### src/logic/adcseq_defs.vh
`ifndef ADCSEQ_DEFS_VH
`define ADCSEQ_DEFS_VH

// Register byte offsets on the Avalon-MM slave
`define ADCSEQ_REG_CTRL0 5'h00
`define ADCSEQ_REG_CTRL1 5'h04
`define ADCSEQ_REG_STATUS 5'h08
`define ADCSEQ_REG_RESULT 5'h0c
`define ADCSEQ_REG_CMP 5'h10
`define ADCSEQ_REG_ANCFG 5'h14
`define ADCSEQ_REG_PORTIN 5'h18
`define ADCSEQ_REG_OFFSET 5'h1c

// Control register 0 fields
`define ADCSEQ_C0_EN 0
`define ADCSEQ_C0_GO 1
`define ADCSEQ_C0_CHS_LSB 2

// Control register 1 fields
`define ADCSEQ_C1_CS_LSB 0
`define ADCSEQ_C1_ACQ_LSB 3
`define ADCSEQ_C1_CAL 6
`define ADCSEQ_C1_FMT 7

// Status register fields
`define ADCSEQ_ST_DONE 0
`define ADCSEQ_ST_CALOK 1

// Reset values
`define ADCSEQ_CTRL1_RST 8'h00
`define ADCSEQ_CHS_RST 4'h0
`define ADCSEQ_CMP_RST 4'h0
`define ADCSEQ_ANCFG_RST 16'h0000
`define ADCSEQ_RESULT_RST 16'h0000
`define ADCSEQ_OFFSET_RST 10'h000

// Compare mode that routes the special event trigger to the converter
`define ADCSEQ_CMP_SPECIAL 4'hb

// Timing
`define ADCSEQ_MCLK_PERIOD_NS 50
`define ADCSEQ_INSTR_NS 200
`define ADCSEQ_CONV_TADS 5'd11
`define ADCSEQ_RECOVER_TADS 5'd2

`endif

### src/logic/adcseq_tad_gen.v
`timescale 1ns/1ps
`default_nettype none

// Bit-period enable generator: divided mclk or the RC oscillator tick
module adcseq_tad_gen (
  input wire mclk,
  input wire sys_rst,
  input wire [2:0] clk_sel,
  input wire rc_tick,
  input wire sync_clr,
  output reg tad_tick
);

  reg [5:0] div_q;
  reg [5:0] div_d;
  reg [5:0] last;
  reg use_rc;

  // bit period select
  // Divide ratio decode, x11 picks the RC source
  always @* begin
    use_rc = (clk_sel[1:0] == 2'b11);
    case (clk_sel)
      3'b000: last = 6'h01;
      3'b100: last = 6'h03;
      3'b001: last = 6'h07;
      3'b101: last = 6'h0f;
      3'b010: last = 6'h1f;
      3'b110: last = 6'h3f;
      default: last = 6'h01;
    endcase
    div_d = (div_q == last) ? 6'h00 : div_q + 6'h01;
  end

  // Restart on sync_clr so a divided first bit period is full length;
  // the RC source runs free, so its first period may come short
  always @(posedge mclk) begin
    if (sys_rst) begin
      div_q <= 6'h00;
      tad_tick <= 1'b0;
    end else if (sync_clr) begin
      div_q <= 6'h00;
      tad_tick <= use_rc & rc_tick;
    end else begin
      div_q <= div_d;
      // Tick set one edge early so it stands in the wrap cycle
      tad_tick <= use_rc ? rc_tick : (div_d == last);
    end
  end

endmodule // adcseq_tad_gen

`default_nettype wire

### src/logic/adcseq_top.v
// Operation
// - Acquisition code 000: go stops sampling and starts conversion, no auto acquisition.
// - Nonzero acquisition code: keep sampling programmed bit periods, then convert.
// - Acquisition code 010 gives four bit periods before conversion.
// - Completion clears go, sets done flag, resumes sampling.
// - No status separates acquisition from conversion; go stays set throughout.
// - A conversion lasts exactly eleven bit periods, except on RC from acquisition code 000.
// - Clock select picks 2,4,8,16,32,64 oscillator periods or RC for x11.
// - Port input reads zero on pins configured analog.
// - Conversion start disconnects the holding capacitor from the pin.
// - Code 000: conversion begins one instruction after go is set.
// - Clearing go mid-conversion aborts it; no partial result written.
// - After abort the result keeps last completed or written value.
// - After completion or abort wait two bit periods, then sample again.
// - Special event trigger sets go when compare mode 1011 and enabled.
// - Each special event trigger in compare mode 1011 resets the associated timer counter.
// - With converter disabled trigger is ignored but timer still resets.
// - Calibrate request makes the next go a dummy offset conversion.
// - Stored offset corrects every later conversion.
// - Acquisition codes give 0,2,4,6,8,12,16,20 bit periods.
// - Result loads together with go clear and done flag set.
// - Justify bit: 1 right justified, 0 left justified.
// - Reset switches the converter off and aborts any conversion.
`timescale 1ns/1ps
`default_nettype none
`include "adcseq_defs.vh"

module adcseq_top (
  input wire mclk,
  input wire sys_rst,
  input wire [4:0] avs_address,
  input wire avs_read,
  input wire avs_write,
  input wire [31:0] avs_writedata,
  input wire [3:0] avs_byteenable,
  output reg [31:0] avs_readdata,
  output wire avs_waitrequest,
  input wire rc_osc_tick,
  input wire special_event_trig,
  input wire [15:0] port_pins_in,
  input wire [9:0] adc_raw_data,
  output reg sample_connect,
  output reg calib_select,
  output reg conv_active,
  output reg trigger_timer_reset,
  output reg [3:0] channel_select,
  output reg conversion_done_irq_flag
);

  // Sequencer states
  localparam [2:0] ST_IDLE = 3'd0;
  localparam [2:0] ST_DELAY = 3'd1;
  localparam [2:0] ST_ACQ = 3'd2;
  localparam [2:0] ST_CONV = 3'd3;
  localparam [2:0] ST_RECOVER = 3'd4;

  // One instruction cycle in mclk cycles, rounded up
  localparam integer INSTR_CYC_I = (`ADCSEQ_INSTR_NS + `ADCSEQ_MCLK_PERIOD_NS - 1) / `ADCSEQ_MCLK_PERIOD_NS;
  localparam [2:0] INSTR_CYC = INSTR_CYC_I[2:0];

  // acquisition code table
  // Acquisition length in bit periods
  function [4:0] acq_tads;
    input [2:0] code;
    begin
      case (code)
        3'b000: acq_tads = 5'd0;
        3'b001: acq_tads = 5'd2;
        3'b010: acq_tads = 5'd4;
        3'b011: acq_tads = 5'd6;
        3'b100: acq_tads = 5'd8;
        3'b101: acq_tads = 5'd12;
        3'b110: acq_tads = 5'd16;
        default: acq_tads = 5'd20;
      endcase
    end
  endfunction

  // Word address match
  function hit;
    input [4:0] addr;
    input [4:0] off;
    begin
      hit = (addr[4:2] == off[4:2]);
    end
  endfunction

  reg ack_q;
  reg en_q;
  reg go_q;
  reg go_d;
  reg [7:0] ctrl1_q;
  reg [3:0] cmp_q;
  reg [15:0] ancfg_q;
  reg [15:0] result_q;
  reg [9:0] offset_q;
  reg calok_q;
  reg [2:0] state_q;
  reg [2:0] state_d;
  reg [4:0] cnt_q;
  reg [4:0] cnt_d;
  reg [2:0] dly_q;
  reg [2:0] dly_d;
  reg cal_run_q;
  reg [9:0] corrected;
  reg done_set;
  reg start;
  reg en_d;
  reg [31:0] rd_mux;
  wire tad_tick;
  wire wr_fire;
  wire rd_take;
  wire [4:0] acq_len;
  wire trig_ok;
  wire busy;

  // One wait state: request taken on first edge, answered on second
  assign avs_waitrequest = (avs_read | avs_write) & ~ack_q;
  assign wr_fire = avs_write & ack_q;
  assign rd_take = avs_read & ~ack_q;
  assign acq_len = acq_tads(ctrl1_q[`ADCSEQ_C1_ACQ_LSB +: 3]);
  assign busy = (state_q == ST_DELAY) || (state_q == ST_ACQ) || (state_q == ST_CONV);

  assign trig_ok = special_event_trig && en_q && (cmp_q == `ADCSEQ_CMP_SPECIAL);

  adcseq_tad_gen u_tad (
    .mclk(mclk),
    .sys_rst(sys_rst),
    .clk_sel(ctrl1_q[`ADCSEQ_C1_CS_LSB +: 3]),
    .rc_tick(rc_osc_tick),
    .sync_clr(start),
    .tad_tick(tad_tick)
  );

  // Bus acknowledge toggles every request cycle
  always @(posedge mclk) begin
    if (sys_rst) begin
      ack_q <= 1'b0;
    end else begin
      ack_q <= (avs_read | avs_write) & ~ack_q;
    end
  end

  // Enable and go flag next values
  always @* begin
    en_d = en_q;
    go_d = go_q;
    if (wr_fire && hit(avs_address, `ADCSEQ_REG_CTRL0) && avs_byteenable[0]) begin
      en_d = avs_writedata[`ADCSEQ_C0_EN];
      // go only honoured once already enabled
      go_d = avs_writedata[`ADCSEQ_C0_GO] & en_q;
    end
    if (done_set) begin
      go_d = 1'b0;
    end
    if (trig_ok) begin
      go_d = 1'b1;
    end
    if (!en_d) begin
      go_d = 1'b0;
    end
  end

  // Result after offset correction, floored at zero
  always @* begin
    if (adc_raw_data > offset_q) begin
      corrected = adc_raw_data - offset_q;
    end else begin
      corrected = 10'h000;
    end
  end

  // Sequencer next state
  always @* begin
    state_d = state_q;
    cnt_d = cnt_q;
    dly_d = dly_q;
    done_set = 1'b0;
    start = 1'b0;
    case (state_q)
      ST_IDLE: begin
        cnt_d = 5'd0;
        dly_d = 3'd0;
        if (go_q && en_q) begin
          start = 1'b1;
          if (acq_len == 5'd0) begin
            state_d = ST_DELAY;
          end else begin
            state_d = ST_ACQ;
          end
        end
      end
      ST_DELAY: begin
        dly_d = dly_q + 3'd1;
        if (dly_q == INSTR_CYC - 3'd1) begin
          state_d = ST_CONV;
          start = 1'b1;
          dly_d = 3'd0;
        end
      end
      ST_ACQ: begin
        if (tad_tick) begin
          cnt_d = cnt_q + 5'd1;
          if (cnt_q == acq_len - 5'd1) begin
            state_d = ST_CONV;
            cnt_d = 5'd0;
          end
        end
      end
      ST_CONV: begin
        if (tad_tick) begin
          cnt_d = cnt_q + 5'd1;
          if (cnt_q == `ADCSEQ_CONV_TADS - 5'd1) begin
            done_set = 1'b1;
            state_d = ST_RECOVER;
            cnt_d = 5'd0;
          end
        end
      end
      ST_RECOVER: begin
        if (tad_tick) begin
          cnt_d = cnt_q + 5'd1;
          if (cnt_q == `ADCSEQ_RECOVER_TADS - 5'd1) begin
            state_d = ST_IDLE;
            cnt_d = 5'd0;
          end
        end
      end
      default: begin
        state_d = ST_IDLE;
        cnt_d = 5'd0;
      end
    endcase
    if (busy && !go_q) begin
      state_d = ST_RECOVER;
      cnt_d = 5'd0;
      done_set = 1'b0;
      start = 1'b1;
    end
    if (!en_q) begin
      state_d = ST_IDLE;
      cnt_d = 5'd0;
      done_set = 1'b0;
    end
  end

  // Sequencer and flag registers
  always @(posedge mclk) begin
    if (sys_rst) begin
      state_q <= ST_IDLE;
      cnt_q <= 5'd0;
      dly_q <= 3'd0;
      en_q <= 1'b0;
      go_q <= 1'b0;
      cal_run_q <= 1'b0;
    end else begin
      state_q <= state_d;
      cnt_q <= cnt_d;
      dly_q <= dly_d;
      en_q <= en_d;
      go_q <= go_d;
      if (state_q == ST_IDLE && state_d != ST_IDLE) begin
        cal_run_q <= ctrl1_q[`ADCSEQ_C1_CAL];
      end
    end
  end

  // Software registers, result and offset
  always @(posedge mclk) begin
    if (sys_rst) begin
      ctrl1_q <= `ADCSEQ_CTRL1_RST;
      channel_select <= `ADCSEQ_CHS_RST;
      cmp_q <= `ADCSEQ_CMP_RST;
      ancfg_q <= `ADCSEQ_ANCFG_RST;
      result_q <= `ADCSEQ_RESULT_RST;
      offset_q <= `ADCSEQ_OFFSET_RST;
      calok_q <= 1'b0;
      conversion_done_irq_flag <= 1'b0;
    end else begin
      if (wr_fire && avs_byteenable[0]) begin
        if (hit(avs_address, `ADCSEQ_REG_CTRL0)) begin
          channel_select <= avs_writedata[`ADCSEQ_C0_CHS_LSB +: 4];
        end
        if (hit(avs_address, `ADCSEQ_REG_CTRL1)) begin
          ctrl1_q <= avs_writedata[7:0];
        end
        if (hit(avs_address, `ADCSEQ_REG_CMP)) begin
          cmp_q <= avs_writedata[3:0];
        end
        if (hit(avs_address, `ADCSEQ_REG_STATUS) && avs_writedata[`ADCSEQ_ST_DONE]) begin
          conversion_done_irq_flag <= 1'b0;
        end
      end
      if (wr_fire && hit(avs_address, `ADCSEQ_REG_ANCFG)) begin
        if (avs_byteenable[0]) begin
          ancfg_q[7:0] <= avs_writedata[7:0];
        end
        if (avs_byteenable[1]) begin
          ancfg_q[15:8] <= avs_writedata[15:8];
        end
      end
      if (wr_fire && hit(avs_address, `ADCSEQ_REG_RESULT)) begin
        if (avs_byteenable[0]) begin
          result_q[7:0] <= avs_writedata[7:0];
        end
        if (avs_byteenable[1]) begin
          result_q[15:8] <= avs_writedata[15:8];
        end
      end
      if (done_set) begin
        // done flag set wins over clear
        conversion_done_irq_flag <= 1'b1;
        if (cal_run_q) begin
          offset_q <= adc_raw_data;
          calok_q <= 1'b1;
        end else if (ctrl1_q[`ADCSEQ_C1_FMT]) begin
          result_q <= {6'h00, corrected};
        end else begin
          result_q <= {corrected, 6'h00};
        end
      end
    end
  end

  // Analog front end controls and trigger pulse
  always @(posedge mclk) begin
    if (sys_rst) begin
      sample_connect <= 1'b1;
      calib_select <= 1'b0;
      conv_active <= 1'b0;
      trigger_timer_reset <= 1'b0;
    end else begin
      // capacitor off the pin from conversion to resume
      sample_connect <= (state_d == ST_IDLE) || (state_d == ST_ACQ) || (state_d == ST_DELAY);
      calib_select <= (state_d != ST_IDLE) && ((state_q == ST_IDLE) ? ctrl1_q[`ADCSEQ_C1_CAL] : cal_run_q);
      conv_active <= (state_d == ST_CONV);
      trigger_timer_reset <= special_event_trig && (cmp_q == `ADCSEQ_CMP_SPECIAL);
    end
  end

  // Read mux; go flag alone shows activity
  always @* begin
    rd_mux = 32'h0000_0000;
    if (hit(avs_address, `ADCSEQ_REG_CTRL0)) begin
      rd_mux[5:0] = {channel_select, go_q, en_q};
    end else if (hit(avs_address, `ADCSEQ_REG_CTRL1)) begin
      rd_mux[7:0] = ctrl1_q;
    end else if (hit(avs_address, `ADCSEQ_REG_STATUS)) begin
      rd_mux[1:0] = {calok_q, conversion_done_irq_flag};
    end else if (hit(avs_address, `ADCSEQ_REG_RESULT)) begin
      rd_mux[15:0] = result_q;
    end else if (hit(avs_address, `ADCSEQ_REG_CMP)) begin
      rd_mux[3:0] = cmp_q;
    end else if (hit(avs_address, `ADCSEQ_REG_ANCFG)) begin
      rd_mux[15:0] = ancfg_q;
    end else if (hit(avs_address, `ADCSEQ_REG_PORTIN)) begin
      rd_mux[15:0] = port_pins_in & ancfg_q;
    end else begin
      rd_mux[9:0] = offset_q;
    end
  end

  // Read data captured on the taking edge, stands at the answer edge
  always @(posedge mclk) begin
    if (sys_rst) begin
      avs_readdata <= 32'h0000_0000;
    end else if (rd_take) begin
      avs_readdata <= rd_mux;
    end
  end

endmodule // adcseq_top

`default_nettype wire

### config.mk
export PLATFORM = sky130hd
export DESIGN_NAME = adcseq_top
export DESIGN_NICKNAME = d
export VERILOG_FILES = /design/src/logic/adcseq_tad_gen.v /design/src/logic/adcseq_top.v
export VERILOG_INCLUDE_DIRS = /design/src /design/src/logic
export SDC_FILE = /design/constraint.sdc
export NUM_CORES = 1
export LEC_CHECK = 0
export ABC_AREA = 1
export BUFFER_PORTS_ARGS = -buffer_cell sky130_fd_sc_hd__buf_2
export CORE_UTILIZATION = 56
export CTS_CLUSTER_DIAMETER = 30
export DETAILED_ROUTE_END_ITERATION = 8
export GPL_TIMING_DRIVEN = 0
export HOLD_SLACK_MARGIN = 0.03
export PLACE_DENSITY_LB_ADDON = 0.05
export SKIP_LAST_GASP = 1
export SYNTH_ARGS = -nofsm -noshare
export SYNTH_HDL_FRONTEND = slang
export SYNTH_SLANG_ARGS = --single-unit
### constraint.sdc
create_clock -name mclk -period 2.4 [get_ports mclk]
set_input_delay 0.6 -clock mclk [delete_from_list [all_inputs] [get_ports mclk]]
set_output_delay 0.6 -clock mclk [all_outputs]
set_load 0.02 [all_outputs]
==> reports/results.ini, run 1 <==
[timing]
rsz0062_at_grt=no
tns_ps=0
finalHoldViolCount=0
finalClockSkew_ps=9.59
maxSlewHeadroom=0.532
final-setup-viol-count=0
min_period_ps=2140
timing.hold.ws_ps=451
final.setup.worst_slack_ps=261
slew_viol_final=0
fin_crit_sh=0.891
fmax_mhz=467
tightest_slew_ps=701

[detailed_routing]
drtAntennaViolNets=0
wl_per_cell_um=14.9
vias=5989
drc_errors=0
viasPerCell=5.40
dr.pass1.iters=7
postRouteWirelength_um=16500
drtIter0Drc=414

[synthesis]
netlist_instances=866
synth_top_area_cell=dfxtp_1
ys_types=44
syn_area_per_cell_um2=6.82
synth_ff_type=dfxtp_1
synthDominantCellAreaShare=0.346
synth-edff-count=0
synth-seq-area-share=0.346
ys_ff_latch=102
ys_warn_count=0
syn_area_mm2=0.00591
ys_async_sr_fraction=0
synthTopCellsByArea=dfxtp_1 (35%), nand2_1 (12%), a21oi_1 (8.2%)

[clock_network]
clkSinkCount=102
htree_levels=3
cts-buffers-inserted=9
clk_latency_ps=390
cts_tree=built
root_buffer=clkbuf_8
clock_tree.buffer_depth=2
path_clk_slew_ps=100

[floorplan]
core_area_mm2=0.0103
die_area_mm2=0.0110
start_util=0.575
die_h_um=105
die_w_um=105
rows=37
ios=115

[pwr]
total_power_mw=3.19
peakVddDrop_v=0.000477
p_leak_nw=3.01
p_per_area_mw_per_mm2=476

[worst_setup_path]
path_common_cell=nand2_1
cp.required_ps=2720
cp-end-kind=flip-flop
cp_cell_sequence=inv_1 > ha_1 > inv_1 > nand2_1 > nand2_1 > a21oi_1 > nand3_1 > nand2_1 > o21ai_0 > nor2_1 > nand2_1 > a21oi_1
crit_buf_inv=2
cp_slowest_cell=dfxtp_1
cp.arrival_ps=2460
critical-path-top-delay-family=simple AND/OR/NAND/NOR gates
slowest_delay_ps=400
start_kind=flip-flop
crit_type=reg2reg
crit_fanout=9

[placement]
pre_cts_ws_ps=-111
gp_congestion=0.941
place.detailed.hpwl_um=12900
dpl.cell_count=1093
portBuffers=76
place_area_mm2=0.00652

[layout]
ff_latch_area_mm2=0.00204
layout-drive-gt1-share=0.157
area_growth_pct=13.4
fin_nets=1063
n_fill_cell=1004
final_cell_mix=nand2_1 (183), dfxtp_1 (102), inv_1 (99)
stdcell_count=1109
layout_commonest_cell=nand2_1
n_antenna_cell=0
utilization=0.652
fin_area_mm2=0.00670
multi_input_area_mm2=0.00327

[outcome]
status=completed

[global_route]
grt_start_max_net_pins=18
gr-usage-all-layers=0.312
busiest_layer=met2
grt-ovfl-total=0
grt_use_met2=0.548
met3_usage=0.0618
antenna_found_initial=0
grt_pass1_wl_um=26900
grt_pass1_vias=5706
met1_usage=0.370

[hold_path]
hold_class=reg2reg

[run]
maxCapViolCount=0

cell type report:
cell class	count	share of cell area
multi-input cells	628	0.487
clock inverters	6	0.00654
flip-flops and latches	102	0.305
repair buffers	76	0.0568
well taps	136	0.0254
inverters	108	0.0609
plain buffers	43	0.0377
clock buffers	10	0.0205
timing repair:
action                                  4_1_cts  5_1_grt
endpoints found under the setup margin        0        2
buffers inserted                              0        0
hold buffers                                  0        0
resized for setup                             0        1
metal layers:
metal  wire length [µm]  part of all wire  vias up
li1                   -                 -     3005
met1               6960              0.42     2747
met2               8060              0.49      192
met3                969             0.059       45
met4                534             0.032        0
met5                  0                 0        -
cell families after synthesis:
logic type,synth area share
flops,0.346
fa+ha+maj,0.0479
other cells,0.000635
simple gates,0.267
mux,0.0131
compound gates,0.189
xor+xnor,0.0252
buf+inv,0.112
cell usage after synthesis (3+ instances only):
master / number
inv_1: 99
o221ai_1: 6
nand2_1: 184
mux2_2: 6
nand4_1: 13
clkbuf_1: 16
buf_4: 18
xor2_1: 14
nor2_4: 8
a21oi_1: 97
nor3_1: 9
dfxtp_1: 102
inv_2: 6
xnor2_1: 3
nor2_1: 84
or2_2: 3
ha_1: 21
nand3_1: 46
a22oi_1: 5
o21ai_1: 12
o21ai_0: 73
buf_2: 7
flip-flops by register name (all words and copies together) (netlist names), 3 cells and up:
name            cells
cnt_q               5
ancfg_q            16
avs_readdata       16
offset_q           10
channel_select      4
u_tad.div_q         6
dly_q               3
result_q           16
cmp_q               4
state_q             3
ctrl1_q             8
final timing paths:
kind	from	end	cells after the start	slack, ps
worst max-delay path	ctrl1_q[1]	u_tad.tad_tick	12	260
worst min-delay path	dly_q[2]	dly_q[2]	2	450
worst max register to register	ctrl1_q[1]	u_tad.tad_tick	12	260
worst min register to register	dly_q[2]	dly_q[2]	2	450
worst reg2reg max path, cell delays in order, from the launching register on:
cell and delay [ps]:
dfxtp_1 400, inv_1 110, ha_1 330, inv_1 80
nand2_1 100, nand2_1 70, a21oi_1 130, nand3_1 280
nand2_1 210, o21ai_0 110, nor2_1 110, nand2_1 60
a21oi_1 100
power by group:
part	switching, mW	internal, mW	total, mW
clock	0.629	0.411	1.04
combinational	0.284	0.142	0.426
sequential	0.0143	1.71	1.72
total	0.927	2.26	3.19
Power figures use the tool's default switching activity.
==> inputs of run 2 (changes only) <==
==> constraint.sdc (replaced) <==
create_clock -name mclk -period 2.4 [get_ports mclk]
set_input_delay 0.12 -clock mclk [delete_from_list [all_inputs] [get_ports mclk]]
set_output_delay 0.12 -clock mclk [all_outputs]
set_load 0.02 [all_outputs]
==> reports/results.ini, run 2 (same netlist as run 1, synthesis figures left out) <==
[clock_network]
cts_tree=built
cts-buffers-inserted=9
cts_setup_buffers=0
path_clk_slew_ps=100
clkSinkCount=102
htree_levels=3
clock_tree.buffer_depth=2
clk_latency_ps=390
root_buffer=clkbuf_8

[timing]
finalHoldViolCount=0
maxSlewHeadroom=0.535
rsz0062_at_grt=no
min_period_ps=2140
slew_viol_final=0
timing.hold.ws_ps=31.6
finalClockSkew_ps=12.3
final-setup-viol-count=0
fin_crit_sh=0.891
fmax_mhz=467
tightest_slew_ps=698
tns_ps=0

[worst_setup_path]
critical-path-top-delay-family=simple AND/OR/NAND/NOR gates
crit_buf_inv=2
cp.required_ps=2730
cp_cell_sequence=inv_1 > ha_1 > inv_1 > nand2_1 > nand2_1 > a21oi_1 > nand3_1 > nand2_1 > o21ai_0 > nor2_1 > nand2_1 > a21oi_1
reg2reg_slack_ps=260
ff2ff_path_depth=12
cp_slowest_cell=dfxtp_1
path_common_cell=nand2_1
reg2reg_to=u_tad.tad_tick
timing.rr.start=ctrl1_q[0]
start_kind=flip-flop
cp.arrival_ps=2470
slowest_delay_ps=370
crit_fanout=9
cp-end-kind=flip-flop
crit_type=reg2reg

[global_route]
grt_start_max_net_pins=18
grt_pass1_wl_um=27100
grt-ovfl-total=0
gr-usage-all-layers=0.314
antenna_found_initial=0
grt_pass1_vias=5761

[floorplan]
core_area_mm2=0.0103
ios=115
rows=37
die_area_mm2=0.0110
die_w_um=105
die_h_um=105
start_util=0.575

[run]
maxCapViolCount=0

[pwr]
p_per_area_mw_per_mm2=470
total_power_mw=3.21
peakVddDrop_v=0.000479
p_leak_nw=3.07

[layout]
reg.largest.list=ancfg_q: 16 flops, avs_readdata: 16 flops, result_q: 16 flops
fin_area_mm2=0.00684
utilization=0.666
layout-drive-gt1-share=0.155
n_fill_cell=988
multi_input_area_mm2=0.00327
ff_latch_area_mm2=0.00204
final_cell_mix=nand2_1 (183), dfxtp_1 (102), inv_1 (99)
n_antenna_cell=0
fin_nets=1077
layout_commonest_cell=nand2_1
area_growth_pct=15.8

[detailed_routing]
vias=5996
dr.pass1.iters=7
drc_errors=0
drtAntennaViolNets=0
postRouteWirelength_um=16600
viasPerCell=5.34
wl_per_cell_um=14.8
drtIter0Drc=377

[hold_path]
hold_start=avs_writedata[12]
min_to=ancfg_q[12]
hold_depth=3
hold_class=in2reg

[outcome]
status=completed

[placement]
portBuffers=76
gp_congestion=0.941
place.detailed.hpwl_um=12900
place_area_mm2=0.00652

## run 2: cell types whose count changed in the layout (fill, tap and decap cells not counted), sizes merged
cell         change
dlygate4sd3     +14
## run 2: worst reg2reg max path, stage by stage (launching register included)
cell and delay (ps):
dfxtp_1 370, inv_1 110, ha_1 340, inv_1 80
nand2_1 100, nand2_1 70, a21oi_1 140, nand3_1 280
nand2_1 210, o21ai_0 110, nor2_1 110, nand2_1 60
a21oi_1 100
## run 2: area by class of cell
class	instances	area share
flip-flops and latches	102	0.299
plain buffers	43	0.0369
clock inverters	6	0.00640
well taps	136	0.0249
inverters	108	0.0596
clock buffers	10	0.0201
repair buffers	90	0.0761
multi-input cells	628	0.477
## run 2: worst max-delay path by stage
stage | start | endpoint | slack [ps] | depth (start not counted)
after detailed placement | offset_q[0] | result_q[9] | 240 | 11
after floorplan | offset_q[0] | result_q[9] | 610 | 11
final | ctrl1_q[0] | u_tad.tad_tick | 260 | 12
after CTS | offset_q[0] | result_q[3] | 220 | 11
after global placement | offset_q[0] | result_q[11] | 240 | 9
after global routing | ctrl1_q[0] | u_tad.tad_tick | 30 | 13
## run 2: power breakdown
group | switching, mW | internal (mW) | leakage [nW]
Clock | 0.637 | 0.411 | 0.0930
Combinational | 0.287 | 0.157 | 2.15
Sequential | 0.0142 | 1.71 | 0.823
## run 2: per-stage QoR
| step | instances | worst slack, ps |
|---|---|---|
| 4_1_cts | 1121 | 222 |
| 2_1_floorplan | 881 | 614 |
| 3_5_place_dp | 1093 | 243 |
| 5_1_grt | 1123 | 26.6 |
| 3_3_place_gp | 1093 | 239 |
| 6_report | 1123 | 261 |
## run 2: what timing repair did
action,in CTS,in global routing
hold endpoints to repair,11,2
resized for setup,0,1
setup endpoints to repair,0,2
hold buffers,12,2
## run 2: metal layers
layer | part of all wire | wire [µm] | vias up | GRT usage
met5 | 0 | 0 | - | 0
met4 | 0.033 | 541 | 0 | 0.129
met3 | 0.061 | 1020 | 50 | 0.0593
met2 | 0.49 | 8110 | 200 | 0.553
met1 | 0.42 | 6980 | 2710 | 0.373
li1 | - | - | 3036 | -
